### src/include/pipe_pkg.sv
// shared types and constants for the decoupled fetch/execute core pipeline
// Contract
// - fetch address stage forms the next prefetch address every cycle.
// - fetch cycle stage issues every prefetch as an instruction bus transfer.
// - a fifo instruction queue sits between fetch and execute to hide latency.
// - fetch keeps prefetching ahead of execute while queue room remains.
// - first execute stage decodes and fetches address parts or the operand.
// - second execute stage computes the operand address or executes.
// - with the queue empty, fetched opcodes go straight into execute; here only if the first execute stage accepts, else they are queued.
// - with the queue not empty, fetched opcodes are queued until taken.
// - the queue holds exactly three 32-bit longwords.
// - register and store instructions pass the execute stages once.
// - loads and read-modify-writes pass twice: address+read, then complete.
`default_nettype none

package pipe_pkg;
   localparam int          WORD_W   = 32;
   localparam int          QDEPTH   = 3;
   localparam int          QPTR_W   = 2;
   localparam int          NREG     = 8;
   localparam int          RIDX_W   = 3;
   localparam int          CLS_LSB  = 30;
   localparam int          RD_LSB   = 27;
   localparam int          RS_LSB   = 24;
   localparam int          IMM_LSB  = 0;
   localparam int          IMM_W    = 16;
   localparam logic [31:0] RESET_PC = 32'h0000_0000;
   localparam logic [31:0] PC_STEP  = 32'h0000_0004;

   typedef enum logic [1:0] {
      CLS_RR  = 2'h0,
      CLS_ST  = 2'h1,
      CLS_LD  = 2'h2,
      CLS_RMW = 2'h3
   } cls_t;

   typedef enum logic [1:0] {
      PASS_ONE = 2'h1,
      PASS_TWO = 2'h2
   } pass_t;

   typedef struct packed {
      cls_t              cls;
      logic [RIDX_W-1:0] rd;
      logic [RIDX_W-1:0] rs;
      logic [WORD_W-1:0] imm;
      logic              two_pass;
      logic              uses_bus;
   } dec_t;

   typedef struct packed {
      logic              we;
      logic [WORD_W-1:0] addr;
      logic [WORD_W-1:0] wdata;
   } dbus_cmd_t;

   typedef struct packed {
      logic [WORD_W-1:0] instr;
      pass_t             pass;
      logic [WORD_W-1:0] a;
      logic [WORD_W-1:0] b;
      logic [WORD_W-1:0] c;
   } stage_t;
endpackage : pipe_pkg

`default_nettype wire

### src/core/pipe_core.sv
// decoupled fetch and two-pass execute pipeline with its instruction queue
`default_nettype none

module pipe_core (
   input  wire logic                        clk,
   input  wire logic                        rstn,
   output logic                             ibus_req,
   output logic      [pipe_pkg::WORD_W-1:0] ibus_addr,
   input  wire logic                        ibus_gnt,
   input  wire logic                        ibus_rvalid,
   input  wire logic [pipe_pkg::WORD_W-1:0] ibus_rdata,
   output logic                             dbus_req,
   output pipe_pkg::dbus_cmd_t              dbus_cmd,
   input  wire logic                        dbus_gnt,
   input  wire logic                        dbus_rvalid,
   input  wire logic [pipe_pkg::WORD_W-1:0] dbus_rdata,
   output logic                             retire
);
   ////////////////////////////////////////////////////////////////////////////
   // declarations
   logic [31:0]         pc_ff;
   logic [31:0]         nxt_pc;
   logic [1:0]          out_ff;
   logic                ibus_fire;
   logic                q_push;
   logic                q_pop;
   logic [31:0]         q_head;
   logic                q_empty;
   logic                q_full;
   logic [1:0]          q_count;
   logic                src_vld;
   logic [31:0]         src_instr;
   pipe_pkg::stage_t    dec_ff;
   logic                dec_vld_ff;
   pipe_pkg::stage_t    ex_ff;
   logic                ex_vld_ff;
   pipe_pkg::stage_t    to_ex;
   pipe_pkg::dec_t      dd;
   pipe_pkg::dec_t      xd;
   logic [31:0]         rf_ff [pipe_pkg::NREG];
   logic [31:0]         sum;
   logic                ex_bus;
   logic                ex_done;
   logic                ex_free;
   logic                ex_first;
   logic                dec_ready;
   logic                dec_move;
   logic                dec_first_two;
   logic                hold_new;
   logic                recirc;
   logic                dec_accept;
   logic                dec_load;
   logic                wb_en;
   logic [2:0]          wb_idx;
   logic                dbus_req_ff;
   pipe_pkg::dbus_cmd_t cmd_ff;
   pipe_pkg::dbus_cmd_t nxt_cmd;
   logic                retire_ff;

   // register read with forwarding from the write in the same cycle
   function automatic logic [31:0] rd_reg(input logic [2:0] idx);
      rd_reg = (wb_en && (wb_idx == idx)) ? sum : rf_ff[idx];
   endfunction : rd_reg

   ////////////////////////////////////////////////////////////////////////////
   // fetch_addr_gen_stage and fetch_cycle_stage
   // credit counts queue entries plus prefetches in flight, so every answer
   // has a slot even if execute stalls; costs one slot of lookahead on bypass
   assign ibus_req  = ({1'b0, q_count} + {1'b0, out_ff}) <
                      3'(pipe_pkg::QDEPTH);
   assign ibus_addr = pc_ff;
   assign ibus_fire = ibus_req && ibus_gnt;

   always_comb begin
      nxt_pc = pc_ff;
      if (ibus_fire) begin
         nxt_pc = pc_ff + pipe_pkg::PC_STEP;
      end
   end

   always_ff @(posedge clk or negedge rstn) begin
      if (!rstn) begin
         pc_ff <= pipe_pkg::RESET_PC;
      end else begin
         pc_ff <= nxt_pc;
      end
   end

   always_ff @(posedge clk or negedge rstn) begin
      if (!rstn) begin
         out_ff <= 2'h0;
      end else if (ibus_fire && !ibus_rvalid) begin
         out_ff <= out_ff + 2'h1;
      end else if (!ibus_fire && ibus_rvalid) begin
         out_ff <= out_ff - 2'h1;
      end
   end

   ////////////////////////////////////////////////////////////////////////////
   // instr_queue_stage
   assign src_vld   = !q_empty || ibus_rvalid;
   assign src_instr = q_empty ? ibus_rdata : q_head;
   assign q_push    = ibus_rvalid && !(q_empty && dec_accept);
   assign q_pop     = dec_accept && !q_empty;
   assign dec_load  = dec_accept && src_vld;

   instr_queue u_queue (
      .clk       (clk),
      .rstn      (rstn),
      .push      (q_push),
      .push_data (ibus_rdata),
      .pop       (q_pop),
      .head_data (q_head),
      .empty     (q_empty),
      .full      (q_full),
      .count     (q_count)
   );

   ////////////////////////////////////////////////////////////////////////////
   // decode_operand_stage
   op_decode u_dec_decode (
      .instr (dec_ff.instr),
      .dec   (dd)
   );

   // a second pass waits here for the operand read to come back
   assign dec_ready = dec_vld_ff && ((dec_ff.pass != pipe_pkg::PASS_TWO) || dbus_rvalid);
   assign dec_move  = dec_ready && ex_free;
   assign dec_first_two = dd.two_pass && (dec_ff.pass == pipe_pkg::PASS_ONE);
   assign ex_first  = ex_vld_ff && xd.two_pass && (ex_ff.pass == pipe_pkg::PASS_ONE);
   // keep the decode slot free for the returning second pass
   assign hold_new  = ex_first || (dec_move && dec_first_two);
   assign dec_accept = (!dec_vld_ff || dec_move) && !hold_new && !recirc;

   always_comb begin
      to_ex = dec_ff;
      if (dec_ff.pass == pipe_pkg::PASS_TWO) begin
         to_ex.a = dbus_rdata;
         to_ex.b = (dd.cls == pipe_pkg::CLS_RMW) ? rd_reg(dd.rd) : 32'h0000_0000;
         to_ex.c = dec_ff.c;
      end else if (dd.cls == pipe_pkg::CLS_RR) begin
         to_ex.a = rd_reg(dd.rd);
         to_ex.b = rd_reg(dd.rs);
         to_ex.c = 32'h0000_0000;
      end else begin
         to_ex.a = rd_reg(dd.rs);
         to_ex.b = dd.imm;
         to_ex.c = rd_reg(dd.rd);
      end
   end

   always_ff @(posedge clk or negedge rstn) begin
      if (!rstn) begin
         dec_vld_ff <= 1'b0;
         dec_ff     <= '0;
      end else if (recirc) begin
         dec_vld_ff   <= 1'b1;
         dec_ff       <= ex_ff;
         dec_ff.pass  <= pipe_pkg::PASS_TWO;
         dec_ff.c     <= sum;
      end else if (dec_load) begin
         dec_vld_ff   <= 1'b1;
         dec_ff       <= '0;
         dec_ff.instr <= src_instr;
         dec_ff.pass  <= pipe_pkg::PASS_ONE;
      end else if (dec_move) begin
         dec_vld_ff <= 1'b0;
      end
   end

   ////////////////////////////////////////////////////////////////////////////
   // addr_exec_stage
   op_decode u_ex_decode (
      .instr (ex_ff.instr),
      .dec   (xd)
   );

   assign sum     = ex_ff.a + ex_ff.b;
   assign ex_bus  = xd.uses_bus &&
                    !((xd.cls == pipe_pkg::CLS_LD) && (ex_ff.pass == pipe_pkg::PASS_TWO));
   // one bus command in flight; the stage waits until the last is granted
   assign ex_done = ex_vld_ff && (!ex_bus || !dbus_req_ff);
   assign ex_free = !ex_vld_ff || ex_done;
   assign recirc  = ex_done && ex_first;
   assign wb_en   = ex_done && ((xd.cls == pipe_pkg::CLS_RR) ||
                    ((xd.cls == pipe_pkg::CLS_LD) && (ex_ff.pass == pipe_pkg::PASS_TWO)));
   assign wb_idx  = xd.rd;

   always_comb begin
      nxt_cmd       = '0;
      nxt_cmd.we    = !ex_first;
      nxt_cmd.addr  = sum;
      nxt_cmd.wdata = ex_ff.c;
      if ((xd.cls == pipe_pkg::CLS_RMW) && (ex_ff.pass == pipe_pkg::PASS_TWO)) begin
         nxt_cmd.addr  = ex_ff.c;
         nxt_cmd.wdata = sum;
      end
   end

   always_ff @(posedge clk or negedge rstn) begin
      if (!rstn) begin
         ex_vld_ff <= 1'b0;
         ex_ff     <= '0;
      end else if (dec_move) begin
         ex_vld_ff <= 1'b1;
         ex_ff     <= to_ex;
      end else if (ex_done) begin
         ex_vld_ff <= 1'b0;
      end
   end

   for (genvar r = 0; r < pipe_pkg::NREG; r++) begin : g_reg
      always_ff @(posedge clk or negedge rstn) begin
         if (!rstn) begin
            rf_ff[r] <= 32'h0000_0000;
         end else if (wb_en && (wb_idx == 3'(r))) begin
            rf_ff[r] <= sum;
         end
      end
   end

   always_ff @(posedge clk or negedge rstn) begin
      if (!rstn) begin
         dbus_req_ff <= 1'b0;
         cmd_ff      <= '0;
      end else if (ex_done && ex_bus) begin
         dbus_req_ff <= 1'b1;
         cmd_ff      <= nxt_cmd;
      end else if (dbus_gnt) begin
         dbus_req_ff <= 1'b0;
      end
   end

   always_ff @(posedge clk or negedge rstn) begin
      if (!rstn) begin
         retire_ff <= 1'b0;
      end else begin
         retire_ff <= ex_done && !recirc;
      end
   end

   assign dbus_req = dbus_req_ff;
   assign dbus_cmd = cmd_ff;
   assign retire   = retire_ff;
endmodule : pipe_core

`default_nettype wire

### src/core/op_decode.sv
// instruction field decoder shared by both execute stages
`default_nettype none

module op_decode (
   input  wire logic [pipe_pkg::WORD_W-1:0] instr,
   output var  pipe_pkg::dec_t              dec
);
   always_comb begin
      dec          = '0;
      dec.cls      = pipe_pkg::cls_t'(instr[pipe_pkg::CLS_LSB +: 2]);
      dec.rd       = instr[pipe_pkg::RD_LSB +: pipe_pkg::RIDX_W];
      dec.rs       = instr[pipe_pkg::RS_LSB +: pipe_pkg::RIDX_W];
      dec.imm      = {16'h0000, instr[pipe_pkg::IMM_LSB +: pipe_pkg::IMM_W]};
      dec.two_pass = (dec.cls == pipe_pkg::CLS_LD) || (dec.cls == pipe_pkg::CLS_RMW);
      dec.uses_bus = (dec.cls != pipe_pkg::CLS_RR);
   end
endmodule : op_decode

`default_nettype wire

### src/core/instr_queue.sv
// three-longword instruction fifo between fetch and execute
`default_nettype none

module instr_queue (
   input  wire logic                        clk,
   input  wire logic                        rstn,
   input  wire logic                        push,
   input  wire logic [pipe_pkg::WORD_W-1:0] push_data,
   input  wire logic                        pop,
   output logic      [pipe_pkg::WORD_W-1:0] head_data,
   output logic                             empty,
   output logic                             full,
   output logic      [pipe_pkg::QPTR_W-1:0] count
);
   localparam logic [1:0] LAST = 2'(pipe_pkg::QDEPTH - 1);

   logic [pipe_pkg::WORD_W-1:0] mem_ff [pipe_pkg::QDEPTH];
   logic [1:0]                  wr_ptr_ff;
   logic [1:0]                  rd_ptr_ff;
   logic [1:0]                  count_ff;
   logic                        do_push;
   logic                        do_pop;

   assign empty   = (count_ff == 2'h0);
   assign full    = (count_ff == 2'(pipe_pkg::QDEPTH));
   assign count   = count_ff;
   // a push into a full queue is dropped so queued opcodes survive
   assign do_push = push && !full;
   assign do_pop  = pop && !empty;
   assign head_data = mem_ff[rd_ptr_ff];

   for (genvar g = 0; g < pipe_pkg::QDEPTH; g++) begin : g_entry
      always_ff @(posedge clk or negedge rstn) begin
         if (!rstn) begin
            mem_ff[g] <= '0;
         end else if (do_push && (wr_ptr_ff == 2'(g))) begin
            mem_ff[g] <= push_data;
         end
      end
   end

   always_ff @(posedge clk or negedge rstn) begin
      if (!rstn) begin
         wr_ptr_ff <= 2'h0;
         rd_ptr_ff <= 2'h0;
      end else begin
         if (do_push) wr_ptr_ff <= (wr_ptr_ff == LAST) ? 2'h0 : wr_ptr_ff + 2'h1;
         if (do_pop)  rd_ptr_ff <= (rd_ptr_ff == LAST) ? 2'h0 : rd_ptr_ff + 2'h1;
      end
   end

   always_ff @(posedge clk or negedge rstn) begin
      if (!rstn) begin
         count_ff <= 2'h0;
      end else if (do_push && !do_pop) begin
         count_ff <= count_ff + 2'h1;
      end else if (do_pop && !do_push) begin
         count_ff <= count_ff - 2'h1;
      end
   end
endmodule : instr_queue

`default_nettype wire

### config.mk
export PLATFORM = sky130hd
export DESIGN_NAME = pipe_core
export DESIGN_NICKNAME = d
export VERILOG_FILES = /design/src/include/pipe_pkg.sv /design/src/core/pipe_core.sv /design/src/core/op_decode.sv /design/src/core/instr_queue.sv
export SDC_FILE = /design/constraint.sdc
export NUM_CORES = 1
export LEC_CHECK = 0
export BUFFER_PORTS_ARGS = -buffer_cell sky130_fd_sc_hd__buf_2
export CORE_ASPECT_RATIO = 0.7
export CORE_MARGIN = 5
export CORE_UTILIZATION = 55
export DETAILED_ROUTE_END_ITERATION = 16
export PLACE_DENSITY = 0.79
export SLEW_MARGIN = 30
export SYNTH_ARGS = -nofsm -noshare
export SYNTH_HDL_FRONTEND = slang
export SYNTH_SLANG_ARGS = --single-unit
export TNS_END_PERCENT = 50
### constraint.sdc
create_clock -name clk -period 8 [get_ports clk]
set_clock_uncertainty 0.2 [all_clocks]
set_input_delay 0.8 -clock clk [delete_from_list [all_inputs] [get_ports clk]]
set_output_delay 0.8 -clock clk [all_outputs]
set_load 0.01 [all_outputs]
==> results.toml <==
[final_layout]
regArea_um2 = 15400
stdcell_count = 3935
area_delta_synth_final_pct = 10.6
multiInputGateArea_um2 = 15300
final_cell_mix = "608 x dfrtp_1, 537 x nand2_1, 424 x o21ai_0, 231 x nor2_1, 170 x a21oi_1"
drive_gt1_frac = 0.189
final_common_cell = "dfrtp_1"
nFillCells = 4347
final_nets = 3242

[place]
place_inst = 3819
portBuffers = 159
dp_hpwl_um = 61000
gp_congestion = 0.993

[yosys]
ys_seq_elements = 615
synth-edff-count = 0
synthFlopType = "dfrtp_1"
ys_seq_area_frac = 0.486
syn-mean-instance-area_um2 = 10.1
syn-instance-count = 3138
syn_area_um2 = 31600
postSynth.asyncResetShare = 1.00
ys_types = 75
yosysWarnings = 0

[cts]
htreeDepth = 2
post_cts_resized = 0
cts.clk_slew.worst_paths_ns = 0.07
clock_sinks = 615
numCtsBuffers = 58
cts_buffer_depth = 3
clock-root-buffer = "clkbuf_16"
cts_tree = "done"
clk-insertion-delay-late_ns = 0.63

[drt]
viasPerCell = 6.57
drc = 0
drtIter0Drc = 3463
ant_nets = 0
vias = 25850
first_pass_iters = 6
wl_per_cell_um = 24.5
finalWirelength_um = 96200

[worst_hold_path]
hold_start = "dbus_gnt"
min_path_cells = 2
whs_endpoint = "dbus_req"
min-delay-path-class = "in -> reg"

[critical_path]
crit_arrival_ns = 4.76
path_cells = "nand2b_2, buf_4, o21ai_1, a31o_4, nor3_2, a211oi_2, nand2_2, nand3_4, or3b_1, buf_4, mux2_2"
reg2reg_depth = 11
ff2ff_setup_slack_ns = 3.54
cp_max_fo = 70
r2r-start = "dec_ff[96]"
slowest_stage = "a31o_4"
cp_common_cell = "buf_4"
slowest_delay_ns = 0.73
endpoint_kind = "flop"
worstPathRequired_ns = 8.30
crit_type = "reg -> reg"
start_kind = "flop"
r2r-end = "u_queue.mem_ff[35]"

[run_status]
status = "finished, final reports clean"

[timing]
min_period_ns = 4.46
fin_crit_sh = 0.558
tightest_slew_ns = 1.07
fmax_mhz = 224
rsz0062_at_grt = "false"
setup_tns_ns = 0
setup_viol = 0
slew_violations = 0
hold_viol_final = 0
relSlewSlack = 0.286

[global_route]
grt.total_usage = 0.304
grt_overflow = 0
grt_pass1_wl_um = 149000
use_met2 = 0.454
antenna_found_initial = 4
grt.met3_usage = 0.0999
grt_pass1_vias = 25859
grt_max_degree = 184
grt.busiest_layer = "met2"
use_met1 = 0.424

[die]
die_height_um = 211
die_area_um2 = 62500
pin_count = 170
row_count = 73
start_util = 0.556
core_um2 = 56900
die_w_um = 297

[power_and_ir_drop]
power.leakage_nw = 15.7
p_per_area_nw_per_um2 = 508
worst_ir_drop_vdd_mv = 0.327

[run]
maxCapViolCount = 0
## synthesized netlist by cell type (all sizes together), types with 7 or more instances
master | count | share of area
a21o | 16 | 0.0038
a221o | 24 | 0.0076
inv | 14 | 0.0017
buf | 49 | 0.0081
mux2i | 66 | 0.021
ha | 35 | 0.014
xnor2 | 36 | 0.010
o21a | 8 | 0.0019
nand3 | 67 | 0.011
nand4 | 13 | 0.0026
a221oi | 37 | 0.010
a21oi | 170 | 0.027
clkbuf | 230 | 0.027
a211oi | 42 | 0.010
and2 | 9 | 0.0018
nor2b | 33 | 0.0065
nand2b | 7 | 0.0016
nand2 | 540 | 0.064
mux4 | 128 | 0.091
mux2 | 108 | 0.041
xor2 | 36 | 0.010
and3 | 21 | 0.0042
a31oi | 18 | 0.0036
and4 | 7 | 0.0019
a22o | 8 | 0.0022
dfrtp | 615 | 0.49
nor3 | 15 | 0.0027
a22oi | 7 | 0.0017
o21ai | 436 | 0.069
o211ai | 41 | 0.0097
nor2 | 233 | 0.028
## logic make-up after synthesis
logic type | share of synthesized area
AOI/OAI and AO/OA | 0.158
xor gates and xnor gates | 0.0202
adders and majority gates | 0.0151
buffers and inverters | 0.0371
DFF | 0.486
muxes | 0.153
other | 0.000119
and+or+nand+nor | 0.130
## per-layer routing
layer	share of wire	vias to the layer above
met2	0.44	1599
li1	-	11174
met5	0.000094	-
met1	0.39	12791
met3	0.13	284
met4	0.037	2
## timing repair
item                      in CTS  in global routing
setup buffers                  0                  0
hold endpoints to repair       0                 38
hold buffers                   0                  1
## stage by stage
stage | instance area [µm²] | total power (W) | util | setup WS, ns | hold WS (ns)
3_3_place_gp | 32800 | 0.0140 | 0.576 | 3.49 | 0.256
4_1_cts | 34800 | 0.0174 | 0.611 | 3.56 | 0.0840
5_1_grt | 35000 | 0.0188 | 0.615 | 3.33 | 0.191
3_5_place_dp | 32800 | 0.0145 | 0.577 | 3.60 | 0.261
2_1_floorplan | 31600 | 0.0116 | - | 4.68 | 0.245
6_report | 35000 | 0.0178 | 0.615 | 3.54 | 0.182
## area by class of cell
cell class	count	share of cell area
clock inverters	28	0.00869
diodes	1	0.0000715
repair buffers	215	0.0384
flip-flops and latches	615	0.440
multi-input cells	2231	0.437
well taps	750	0.0268
clock buffers	81	0.0474
inverters	14	0.00150
## sequential cells by signal (all words and copies together), names as in the netlist, 2 cells and up
register,flops
ex_ff,122
ibus_addr,30
u_queue.mem_ff,72
dbus_cmd,65
u_queue.wr_ptr_ff,2
u_queue.rd_ptr_ff,2
dec_ff,58
u_queue.count,2
rf_ff,256
out_ff,2
## worst max-delay path by stage
stage,start,endpoint,slack (ns),cells past startpoint
after floorplan,u_queue.count[0],ibus_addr[29],4.68,13
after global placement,dec_ff[96],dec_ff[126],3.49,9
after detailed placement,dec_ff[96],u_queue.mem_ff[32],3.60,11
after CTS,dec_ff[96],u_queue.mem_ff[32],3.56,11
after global routing,dec_ff[96],u_queue.mem_ff[32],3.33,11
final,dec_ff[96],u_queue.mem_ff[35],3.54,11
## critical path: cells and delay by family (launching register included)
family	cells	cell delay, ns
DFF	1	0.43
AOI/OAI and AO/OA	3	1.55
and+or+nand+nor	5	0.97
buffers and inverters	2	0.75
muxes	1	0.39
## power breakdown
group / switching (W) / internal (W)
sequential: 0.00117 / 0.00447
clock: 0.00124 / 0.00164
combinational: 0.00574 / 0.00349
No activity file was read; power rests on OpenSTA's default activity.
